===== config.mk =====
export PLATFORM = sky130hd
export DESIGN_NAME = host_parallel_port
export DESIGN_NICKNAME = d
export VERILOG_FILES = /design/src/hdl/host_port_pkg.sv /design/src/hdl/pin_sync.sv /design/src/hdl/irq_ctrl.sv /design/src/hdl/host_parallel_port.sv
export SDC_FILE = /design/constraint.sdc
export NUM_CORES = 1
export LEC_CHECK = 0
export ABC_CLOCK_PERIOD_IN_PS = 3400
export BUFFER_PORTS_ARGS = -buffer_cell sky130_fd_sc_hd__buf_4
export CAP_MARGIN = 10
export CORE_MARGIN = 1.5
export CORE_UTILIZATION = 34
export CTS_BUF_LIST = sky130_fd_sc_hd__clkbuf_8
export CTS_CLUSTER_SIZE = 40
export DETAILED_ROUTE_END_ITERATION = 16
export GPL_TIMING_DRIVEN = 1
export PLACE_DENSITY = 0.52
export SLEW_MARGIN = 20
export SYNTH_ARGS = -nofsm -noshare
export SYNTH_HDL_FRONTEND = slang
export SYNTH_SLANG_ARGS = --single-unit

===== constraint.sdc =====
create_clock -name aclk -period 3.4 [get_ports aclk]
set_input_delay 0.51 -clock aclk [delete_from_list [all_inputs] [get_ports aclk]]
set_output_delay 0.51 -clock aclk [all_outputs]
set_load 0.02 [all_outputs]

===== src/hdl/host_port_pkg.sv =====
// Overview of operation
// - Eight-bit parallel data path joins the host bus directly, no glue logic.
// - Transmit bytes move as one word into the core-side receive word.
// - A 16-bit port control setting selects host bus or GPIO pin function.
// - Non-multiplexed host mode: the eight pins are bidirectional data lines.
// - Multiplexed host mode: the eight pins carry address and data alike.
// - GPIO mode: each pin is input or output by its direction bit.
package host_port_pkg;

	// Core-side register byte addresses.
	localparam logic [7:0] A_PORT_CTRL = 8'h00;
	localparam logic [7:0] A_DIR = 8'h04;
	localparam logic [7:0] A_GPIO = 8'h08;
	localparam logic [7:0] A_CORE_TX = 8'h0C;
	localparam logic [7:0] A_HRX = 8'h10;
	localparam logic [7:0] A_HSTAT = 8'h14;
	localparam logic [7:0] A_IRQ_STAT = 8'h18;
	localparam logic [7:0] A_IRQ_MASK = 8'h1C;

	// Host-side register addresses on the three host address lines.
	localparam logic [2:0] H_STAT = 3'h0;
	localparam logic [2:0] H_VEC = 3'h1;
	localparam logic [2:0] H_HIGH = 3'h5;
	localparam logic [2:0] H_MID = 3'h6;
	localparam logic [2:0] H_LOW = 3'h7;

	// Field positions.
	localparam int B_RECEIVE_DATA_FULL_FLAG = 0;
	localparam int B_TRANSMIT_DATA_EMPTY_FLAG = 1;
	localparam int B_HC = 2;
	localparam int B_HRXF = 3;
	localparam int B_HOST_HC = 7;
	localparam int N_EV = 3;

	// Reset values.
	localparam logic [15:0] RST_PORT_CTRL = 16'h0000;
	localparam logic [7:0] RST_DIR = 8'h00;
	localparam logic [7:0] RST_VEC = 8'h00;

	localparam logic [1:0] RESP_OKAY = 2'h0;
	localparam logic [1:0] RESP_SLVERR = 2'h2;

	typedef enum logic [1:0] {
		PM_GPIO = 2'b00,
		PM_NONMUX = 2'b01,
		PM_MUX = 2'b10,
		PM_OFF = 2'b11
	} port_mode_t;

	// Host strobe and address pins, all active low strobes except ale.
	typedef struct packed {
		logic cs_n;
		logic rd_n;
		logic wr_n;
		logic ale;
		logic [2:0] addr;
	} host_ctl_t;

	// Host pins after synchronisation.
	typedef struct packed {
		host_ctl_t ctl;
		logic [7:0] data;
	} host_pins_t;

endpackage


===== src/hdl/pin_sync.sv =====
`timescale 1ns/1ns
// Two-stage synchroniser for asynchronous pins; stage one feeds stage two only.
module pin_sync #(
	parameter int W = 8
) (
	input wire logic aclk,
	input wire logic aresetn,
	input wire logic [W-1:0] d,
	output logic [W-1:0] q
);
	logic [W-1:0] meta;

	// One pair of flops per bit.
	for (genvar i = 0; i < W; i++) begin : g_bit
		always_ff @(posedge aclk) begin
			if (!aresetn) begin
				meta[i] <= 1'b1;
				q[i] <= 1'b1;
			end else begin
				meta[i] <= d[i];
				q[i] <= meta[i];
			end
		end
	end
endmodule


===== src/hdl/irq_ctrl.sv =====
`timescale 1ns/1ns
// Sticky event status, write-one-to-clear, with a mask onto one level output.
module irq_ctrl (
	input wire logic aclk,
	input wire logic aresetn,
	input wire logic [host_port_pkg::N_EV-1:0] ev,
	input wire logic clr_wr,
	input wire logic mask_wr,
	input wire logic [host_port_pkg::N_EV-1:0] wr_bits,
	output logic [host_port_pkg::N_EV-1:0] status,
	output logic [host_port_pkg::N_EV-1:0] mask,
	output logic irq
);
	import host_port_pkg::*;

	// A new event wins over a clear arriving in the same cycle.
	for (genvar i = 0; i < N_EV; i++) begin : g_ev
		always_ff @(posedge aclk) begin
			if (!aresetn)
				status[i] <= 1'b0;
			else
				status[i] <= ev[i] | (status[i] & ~(clr_wr & wr_bits[i]));
		end
	end

	// Mask register.
	always_ff @(posedge aclk) begin
		if (!aresetn)
			mask <= '0;
		else if (mask_wr)
			mask <= wr_bits;
	end

	// Output level is registered, so it trails the status by one cycle.
	always_ff @(posedge aclk) begin
		if (!aresetn)
			irq <= 1'b0;
		else
			irq <= |(status & mask);
	end
endmodule


===== src/hdl/host_parallel_port.sv =====
// The implementer's own choices: the placing of the registers and register access over AXI4-Lite.
`timescale 1ns/1ns
// Byte-wide host port: host pins on one side, AXI4-Lite core side on the other.
module host_parallel_port (
	input wire logic aclk,
	input wire logic aresetn,
	input wire logic [7:0] s_axi_awaddr,
	input wire logic s_axi_awvalid,
	output logic s_axi_awready,
	input wire logic [31:0] s_axi_wdata,
	input wire logic [3:0] s_axi_wstrb,
	input wire logic s_axi_wvalid,
	output logic s_axi_wready,
	output logic [1:0] s_axi_bresp,
	output logic s_axi_bvalid,
	input wire logic s_axi_bready,
	input wire logic [7:0] s_axi_araddr,
	input wire logic s_axi_arvalid,
	output logic s_axi_arready,
	output logic [31:0] s_axi_rdata,
	output logic [1:0] s_axi_rresp,
	output logic s_axi_rvalid,
	input wire logic s_axi_rready,
	input wire host_port_pkg::host_ctl_t host_ctl,
	input wire logic [7:0] port_pins_in,
	output logic [7:0] port_pins_out,
	output logic [7:0] port_pins_oe,
	output logic irq
);
	import host_port_pkg::*;

	logic [7:0] aw_addr, ar_addr;
	logic [31:0] w_data;
	logic [3:0] w_strb;
	logic aw_got, w_got, wr_do, rd_take;
	logic [15:0] port_ctrl;
	logic [7:0] dir, gpio_out, vec, wdat;
	logic [7:0] rx_hi, rx_mid, rx_lo, tx_hi, tx_mid, tx_lo;
	logic [23:0] core_side_receive_word;
	logic receive_data_full_flag, transmit_data_empty_flag, hc, hrx_full, tx_pend;
	logic [2:0] addr_lat, hadr;
	logic [N_EV-1:0] ev, ist, imask;
	logic [31:0] next_rdata;
	logic [7:0] host_rd;
	host_pins_t sy;
	host_ctl_t ctl_q;
	port_mode_t mode;
	logic host_mode, wr_end, rd_end, move;

	// Byte-lane merge for partial writes.
	function automatic logic [31:0] merge(input logic [31:0] old,
		input logic [31:0] d, input logic [3:0] s);
		logic [31:0] m;
		m = {{8{s[3]}}, {8{s[2]}}, {8{s[1]}}, {8{s[0]}}};
		return (old & ~m) | (d & m);
	endfunction

	function automatic logic mapped(input logic [7:0] a);
		return a[7:5] == 3'h0 && a[1:0] == 2'h0;
	endfunction

	// Pins arrive from the host's clock world; nothing reads them raw.
	pin_sync #(.W(15)) u_sync (
		.aclk(aclk),
		.aresetn(aresetn),
		.d({host_ctl, port_pins_in}),
		.q(sy)
	);

	irq_ctrl u_irq (
		.aclk(aclk),
		.aresetn(aresetn),
		.ev(ev),
		.clr_wr(wr_do && aw_addr == A_IRQ_STAT && w_strb[0]),
		.mask_wr(wr_do && aw_addr == A_IRQ_MASK && w_strb[0]),
		.wr_bits(w_data[N_EV-1:0]),
		.status(ist),
		.mask(imask),
		.irq(irq)
	);

	assign wr_do = aw_got && w_got && !s_axi_bvalid;
	assign rd_take = s_axi_arvalid && s_axi_arready;

	// Write address and data are taken independently, in either order.
	always_ff @(posedge aclk) begin
		if (!aresetn) begin
			s_axi_awready <= 1'b1;
			s_axi_wready <= 1'b1;
			aw_got <= 1'b0;
			w_got <= 1'b0;
			aw_addr <= '0;
			w_data <= '0;
			w_strb <= '0;
			s_axi_bvalid <= 1'b0;
			s_axi_bresp <= RESP_OKAY;
		end else begin
			if (s_axi_awvalid && s_axi_awready) begin
				aw_addr <= s_axi_awaddr;
				aw_got <= 1'b1;
				s_axi_awready <= 1'b0;
			end
			if (s_axi_wvalid && s_axi_wready) begin
				w_data <= s_axi_wdata;
				w_strb <= s_axi_wstrb;
				w_got <= 1'b1;
				s_axi_wready <= 1'b0;
			end
			if (wr_do) begin
				aw_got <= 1'b0;
				w_got <= 1'b0;
				s_axi_bvalid <= 1'b1;
				s_axi_bresp <= mapped(aw_addr) ? RESP_OKAY : RESP_SLVERR;
			end
			if (s_axi_bvalid && s_axi_bready) begin
				s_axi_bvalid <= 1'b0;
				s_axi_awready <= 1'b1;
				s_axi_wready <= 1'b1;
			end
		end
	end

	// Core-side read word, decoded from the read address.
	always_comb begin
		next_rdata = '0;
		case (s_axi_araddr)
		A_PORT_CTRL: next_rdata = {16'h0000, port_ctrl};
		A_DIR: next_rdata = {24'h000000, dir};
		A_GPIO: next_rdata = {16'h0000, sy.data, gpio_out};
		A_HRX: next_rdata = {8'h00, core_side_receive_word};
		A_HSTAT: next_rdata = {16'h0000, vec, 4'h0, hrx_full, hc, transmit_data_empty_flag, receive_data_full_flag};
		A_IRQ_STAT: next_rdata = {29'h00000000, ist};
		A_IRQ_MASK: next_rdata = {29'h00000000, imask};
		default: next_rdata = '0;
		endcase
	end

	// Read channel; one read at a time, data one cycle after the address.
	always_ff @(posedge aclk) begin
		if (!aresetn) begin
			s_axi_arready <= 1'b1;
			s_axi_rvalid <= 1'b0;
			s_axi_rdata <= '0;
			s_axi_rresp <= RESP_OKAY;
			ar_addr <= '0;
		end else if (rd_take) begin
			s_axi_arready <= 1'b0;
			s_axi_rvalid <= 1'b1;
			s_axi_rdata <= next_rdata;
			s_axi_rresp <= mapped(s_axi_araddr) ? RESP_OKAY : RESP_SLVERR;
			ar_addr <= s_axi_araddr;
		end else if (s_axi_rvalid && s_axi_rready) begin
			s_axi_rvalid <= 1'b0;
			s_axi_arready <= 1'b1;
		end
	end

	// Pin configuration registers written by the core.
	always_ff @(posedge aclk) begin
		if (!aresetn) begin
			port_ctrl <= RST_PORT_CTRL;
			dir <= RST_DIR;
			gpio_out <= 8'h00;
		end else if (wr_do) begin
			if (aw_addr == A_PORT_CTRL)
				port_ctrl <= 16'(merge({16'h0000, port_ctrl}, w_data,
					w_strb));
			if (aw_addr == A_DIR)
				dir <= 8'(merge({24'h000000, dir}, w_data, w_strb));
			if (aw_addr == A_GPIO)
				gpio_out <= 8'(merge({24'h000000, gpio_out}, w_data,
					w_strb));
		end
	end

	assign mode = port_mode_t'(port_ctrl[1:0]);
	assign host_mode = mode == PM_NONMUX || mode == PM_MUX;
	assign hadr = (mode == PM_MUX) ? addr_lat : sy.ctl.addr;
	assign wr_end = host_mode && !ctl_q.cs_n && !ctl_q.wr_n && sy.ctl.wr_n;
	assign rd_end = host_mode && !ctl_q.cs_n && !ctl_q.rd_n && sy.ctl.rd_n;
	assign move = tx_pend && !hrx_full;

	// Host strobes act on their trailing edge; data is held while writing.
	always_ff @(posedge aclk) begin
		if (!aresetn) begin
			ctl_q <= '1;
			wdat <= 8'h00;
			addr_lat <= 3'h0;
		end else begin
			ctl_q <= sy.ctl;
			if (!sy.ctl.wr_n)
				wdat <= sy.data;
			if (mode == PM_MUX && sy.ctl.ale)
				addr_lat <= sy.data[2:0];
		end
	end

	// Core loads the receive bytes; host drains them ending with the low one.
	always_ff @(posedge aclk) begin
		if (!aresetn) begin
			receive_data_full_flag <= 1'b0;
			rx_hi <= 8'h00;
			rx_mid <= 8'h00;
			rx_lo <= 8'h00;
		end else if (wr_do && aw_addr == A_CORE_TX && !receive_data_full_flag) begin
			receive_data_full_flag <= 1'b1;
			{rx_hi, rx_mid, rx_lo} <= 24'(merge({8'h00, rx_hi, rx_mid,
				rx_lo}, w_data, w_strb));
		end else if (rd_end && hadr == H_LOW) begin
			receive_data_full_flag <= 1'b0;
		end
	end

	// Transmit bytes; writes while not empty are dropped by the device.
	always_ff @(posedge aclk) begin
		if (!aresetn) begin
			tx_hi <= 8'h00;
			tx_mid <= 8'h00;
			tx_lo <= 8'h00;
			tx_pend <= 1'b0;
			transmit_data_empty_flag <= 1'b1;
		end else if (move) begin
			tx_pend <= 1'b0;
			transmit_data_empty_flag <= 1'b1;
		end else if (wr_end && transmit_data_empty_flag) begin
			case (hadr)
			H_HIGH: tx_hi <= wdat;
			H_MID: tx_mid <= wdat;
			H_LOW: begin
				tx_lo <= wdat;
				tx_pend <= 1'b1;
				transmit_data_empty_flag <= 1'b0;
			end
			default: ;
			endcase
		end
	end

	// Completed word moves to the core side; a core read frees it.
	always_ff @(posedge aclk) begin
		if (!aresetn) begin
			core_side_receive_word <= 24'h000000;
			hrx_full <= 1'b0;
		end else if (move) begin
			core_side_receive_word <= {tx_hi, tx_mid, tx_lo};
			hrx_full <= 1'b1;
		end else if (rd_take && s_axi_araddr == A_HRX) begin
			hrx_full <= 1'b0;
		end
	end

	// Host command: the host sets it, the core clears it; setting wins.
	always_ff @(posedge aclk) begin
		if (!aresetn) begin
			hc <= 1'b0;
			vec <= RST_VEC;
		end else begin
			if (wr_do && aw_addr == A_HSTAT && w_strb[0] && w_data[B_HC])
				hc <= 1'b0;
			if (wr_end && hadr == H_STAT && wdat[B_HOST_HC])
				hc <= 1'b1;
			if (wr_end && hadr == H_VEC && !hc)
				vec <= wdat;
		end
	end

	assign ev[0] = move;
	assign ev[1] = rd_end && hadr == H_LOW && receive_data_full_flag;
	assign ev[2] = wr_end && hadr == H_STAT && wdat[B_HOST_HC] && !hc;

	// Byte returned to the host on a read strobe.
	always_comb begin
		case (hadr)
		H_STAT: host_rd = {hc, 5'h00, transmit_data_empty_flag, receive_data_full_flag};
		H_VEC: host_rd = vec;
		H_HIGH: host_rd = rx_hi;
		H_MID: host_rd = rx_mid;
		H_LOW: host_rd = rx_lo;
		default: host_rd = 8'h00;
		endcase
	end

	// Pin drivers; the host sees data three cycles after its strobe: two to sync, one here.
	always_ff @(posedge aclk) begin
		if (!aresetn) begin
			port_pins_out <= 8'h00;
			port_pins_oe <= 8'h00;
		end else if (mode == PM_GPIO) begin
			port_pins_out <= gpio_out;
			port_pins_oe <= dir;
		end else if (host_mode && !sy.ctl.cs_n && !sy.ctl.rd_n &&
			!(mode == PM_MUX && sy.ctl.ale)) begin
			port_pins_out <= host_rd;
			port_pins_oe <= 8'hFF;
		end else begin
			port_pins_out <= 8'h00;
			port_pins_oe <= 8'h00;
		end
	end
endmodule


Word level (Yosys, flattened, before mapping) --
Index checks and enable logic that the tools add are counted.
Word-level totals: flip-flop bits (word level) 262, input port bits 74, output and inout bits 58
Operators by class: equality and inequality tests 18, multiplexer cells 19, bitwise operators 25, reduce and logical (&&, ||, !) cells 71
Operator list (number):
- $pmux 24 s7 | 1
- $eq 8x5->1 const B | 7
- $and 24x24->24 | 2
- $pmux 8 s5 | 1
- $logic_and 1x1->1 | 37
- $mux 8 | 4
- $eq 8x4->1 const B | 3
- $not 24->24 | 1
- $or 24x24->24 | 1
- $and 16x16->16 | 1
- $and 8x8->8 | 2
- $eq 8x3->1 const B | 2
- $logic_not 8->1 | 2
- $or 16x16->16 | 1
- $or 8x8->8 | 2
- $logic_not 1->1 | 10
- $mux 1 | 10
- $eq 3x3->1 const B | 3
- $logic_not 3->1 | 3
- $reduce_and 3->1 | 3
- $reduce_and 2->1 | 4
- $reduce_bool 2->1 | 4
- $and 1x1->1 | 6
- $logic_not 2->1 | 3
- 11 further kinds | 20

Longest topological paths before layout --
depth in word-level cells 9, mapped depth 8

By module --
From an unflattened synthesis, not the netlist that was laid out.
Second synthesis, totals: cells, all modules 1050, area, all modules 9810.7 µm²
Modules (own cells, without submodules):
- host_parallel_port | instances 1, cells each 966, area each 8749.6 µm², seq. area each 4304.1 µm²
- pin_sync | instances 1, cells each 63, area each 810.8 µm², seq. area each 600.6 µm²
- irq_ctrl | instances 1, cells each 21, area each 250.2 µm², seq. area each 140.1 µm²

Least setup slack after synthesis --
Ideal clock, no wire load.
kind flip-flop to flip-flop, from register with a tool-made name, to register vec[0], setup time 128 ps, arrival time 2126 ps, required time 3272 ps, slack 1146 ps, cell stages (with the launch flop) 9, buffers on the path 2, cell sequence dfxtp_1 > inv_1 > ha_1 > buf_6 > or3b_1 > buf_2 > a2111oi_4 > mux2i_1 > nor2_1
RTL lines:
- end signal: assignment | RTL line host_parallel_port.sv:263 | vec <= wdat;
- end: declaration | RTL line host_parallel_port.sv:37 | logic [7:0] dir, gpio_out, vec, wdat;

==> metrics.csv <==
metric;value;unit
GP Congestion;0.8414;
EDFF count, synth;0;
worst-path cell chain;ha_1 > mux2_2 > a2111oi_4 > mux2i_1 > nor2_1;
Overall Power;5.944;mW
Power Density;501.6;nW/um^2
Final Skew;0.01798;ns
vias per cell;4.997;
vias in the first global route;7718;
Synth Register Bits;252;
Total Neg Setup Slack;0;ns
Fmax;0.3786;GHz
relative slew slack;35.03;%
Worst Hold Class;in -> reg;
dpl ws;0.8421;ns
Slew @ Worst Pin;0.9746;ns
grt ovf;0;
core area;28700;um^2
Avg WL per Cell;17.35;um
synthesized instance count;1114;
WP data arrival;3.05;ns
worst setup margin;0.7586;ns
crit-path max cell delay;0.79;ns
I/O pins;132;
# clock sinks;252;
met3 Resource Use GR;3.893;%
WHS;0.1460;ns
die span in y;174.0;um
busiest grt layer;met2;
Post-Route WL;28110;um
H-tree levels;2;
LEAKAGE;4.446;nW
Std-Cell Rows;62;
Slew Viols, Final;0;
drc violations;0;
M1 GR Usage;25.55;%
CTS root buf;clkbuf_8;
CP top delay family;compound AO/OA/AOI/OAI gates;
ys async rst share;0;%
status;complete, no violations;
Syn Area/Cell;8.920;um^2
layout cells sized above 1;17.64;%
fill cell count;3003;
Synth area leaders;dfxtp_1 (51%), nand2_1 (7.5%), mux2i_1 (7.3%), a21oi_1 (6.5%), nand3_1 (3.4%);
Ys Warns;0;
Critical-path top delay cell;a2111oi_4;
Primary FF master, synth;dfxtp_1;
Num CTS Buffers;44;
Initial Util;34.62;%
clock latency on the worst-skew pair;0.56;ns
CP max FO;14;
final setup fails;0;
max-cap violations;0;
CP bufs+invs;0;
Port Buffer Count;112;
CTS tree;yes;
first-pass GRT wire length;44280;um
fin nets;1286;
placed cell areas;11050;um^2
initial antenna violation count;0;
Post-CTS Hold Buffers;0;
fin area;11850;um^2
Synth top area share;50.77;%
WP data required;3.81;ns
Final ANT Viol Nets;0;
part of the Yosys area used for sequential elements;50.77;%
Final Hold Fails;0;
Startpoint Class;flip-flop;
Area Overhead vs Synth;19.24;%
RSZ-0062 raised after global routing;false;
dominant cell by count in the synthesized netlist;dfxtp_1;
CTS resizes;0;
CTS Buffer Depth;3;
Setup Buffers After CTS;0;
die width;174.0;um
Tmin final;2.641;ns
# diodes;0;
DRT iter0 DRCs;669;
first-pass iteration count of the detailed router;4;
largest net degree at the start of global routing;152;
VDD IR max;0.2406;mV
Mapped Area;9937;um^2
crit path kind;reg -> reg;
die area;30260;um^2
crit share post-route;77.69;%
detailed placement HPWL;19510;um
Synth area leader;dfxtp_1;
Clk pin slew, worst setup/hold paths;0.06;ns
synth cell count leaders;dfxtp_1 (252), nand2_1 (199), a21oi_1 (130);
total track usage;18.58;%
Synth cell types;57;
Via Count;8095;
grt met2 use;28.73;%
R2R Setup Slk;0.76;ns
Worst Setup End Kind;flip-flop;
==> metrics by stage <==
step / utilization (%) / std cells
5_1_grt: 41.28 / 1620
2_1_floorplan: - / 1123
3_5_place_dp: 38.51 / 1548
6_report: 41.28 / 1620
3_3_place_gp: 38.51 / 1548
4_1_cts: 41.28 / 1620
==> where the power goes <==
part	total (mW)	switching [mW]	internal, mW
Sequential	3.07	0.0578	3.01
Clock	2.54	1.19	1.35
Combinational	0.334	0.206	0.128
Total	5.94	1.46	4.49
==> metal layers <==
layer / wire (um) / share of wire [%]
met5: 0 / 0
met4: 820 / 2.9
met3: 1505 / 5.4
met2: 12410 / 44
met1: 13380 / 48
==> layout make-up <==
cell class              instances  area, um^2  area share (%)
repair buffers                129       980.9           8.279
clock buffers                  51       701.9           5.924
clock inverters                21       92.59          0.7814
multi-input cells             774        4512           38.08
flip-flops and latches        252        5045           42.58
well taps                     384       480.5           4.055
inverters                       9       36.28          0.3062
==> worst paths after layout <==
| kind | from | to | cells past startpoint |
|---|---|---|---|
| worst max-delay path | flip-flop | vec[5] | 5 |
| worst min-delay path | port_pins_in[6] | u_sync.meta[6] | 2 |
| worst max register to register | flip-flop | vec[5] | 5 |
| worst min register to register | u_sync.meta[11] | u_sync.q[11] | 1 |
==> cell usage in the layout (no fill, tap or decap), drive strengths merged, types with 5 or more instances in the layout <==
cell       n
inv       25
mux2i     74
nand3     67
a21oi    130
nand3b     6
and4       5
a22oi     19
nand2b    38
clkbuf    51
mux2      20
nor2      40
nand2    199
nor3       6
a32o       5
o21ai     76
a32oi      5
and3       6
o22ai      6
buf      129
dfxtp    252
conb      10
a2bb2oi    8
and2       6
==> logic make-up after synthesis <==
logic type	count (synthesis)	share of synthesized area (%)
AO/OA/AOI/OAI	268	15.64
flip-flops	252	50.77
AND/OR/NAND/NOR	399	19.11
buffers and inverters	97	4.168
adder cells (fa/ha/maj)	2	0.2518
other	1	0.03774
multiplexers	95	10.02
(Power assumes the default switching activity.)
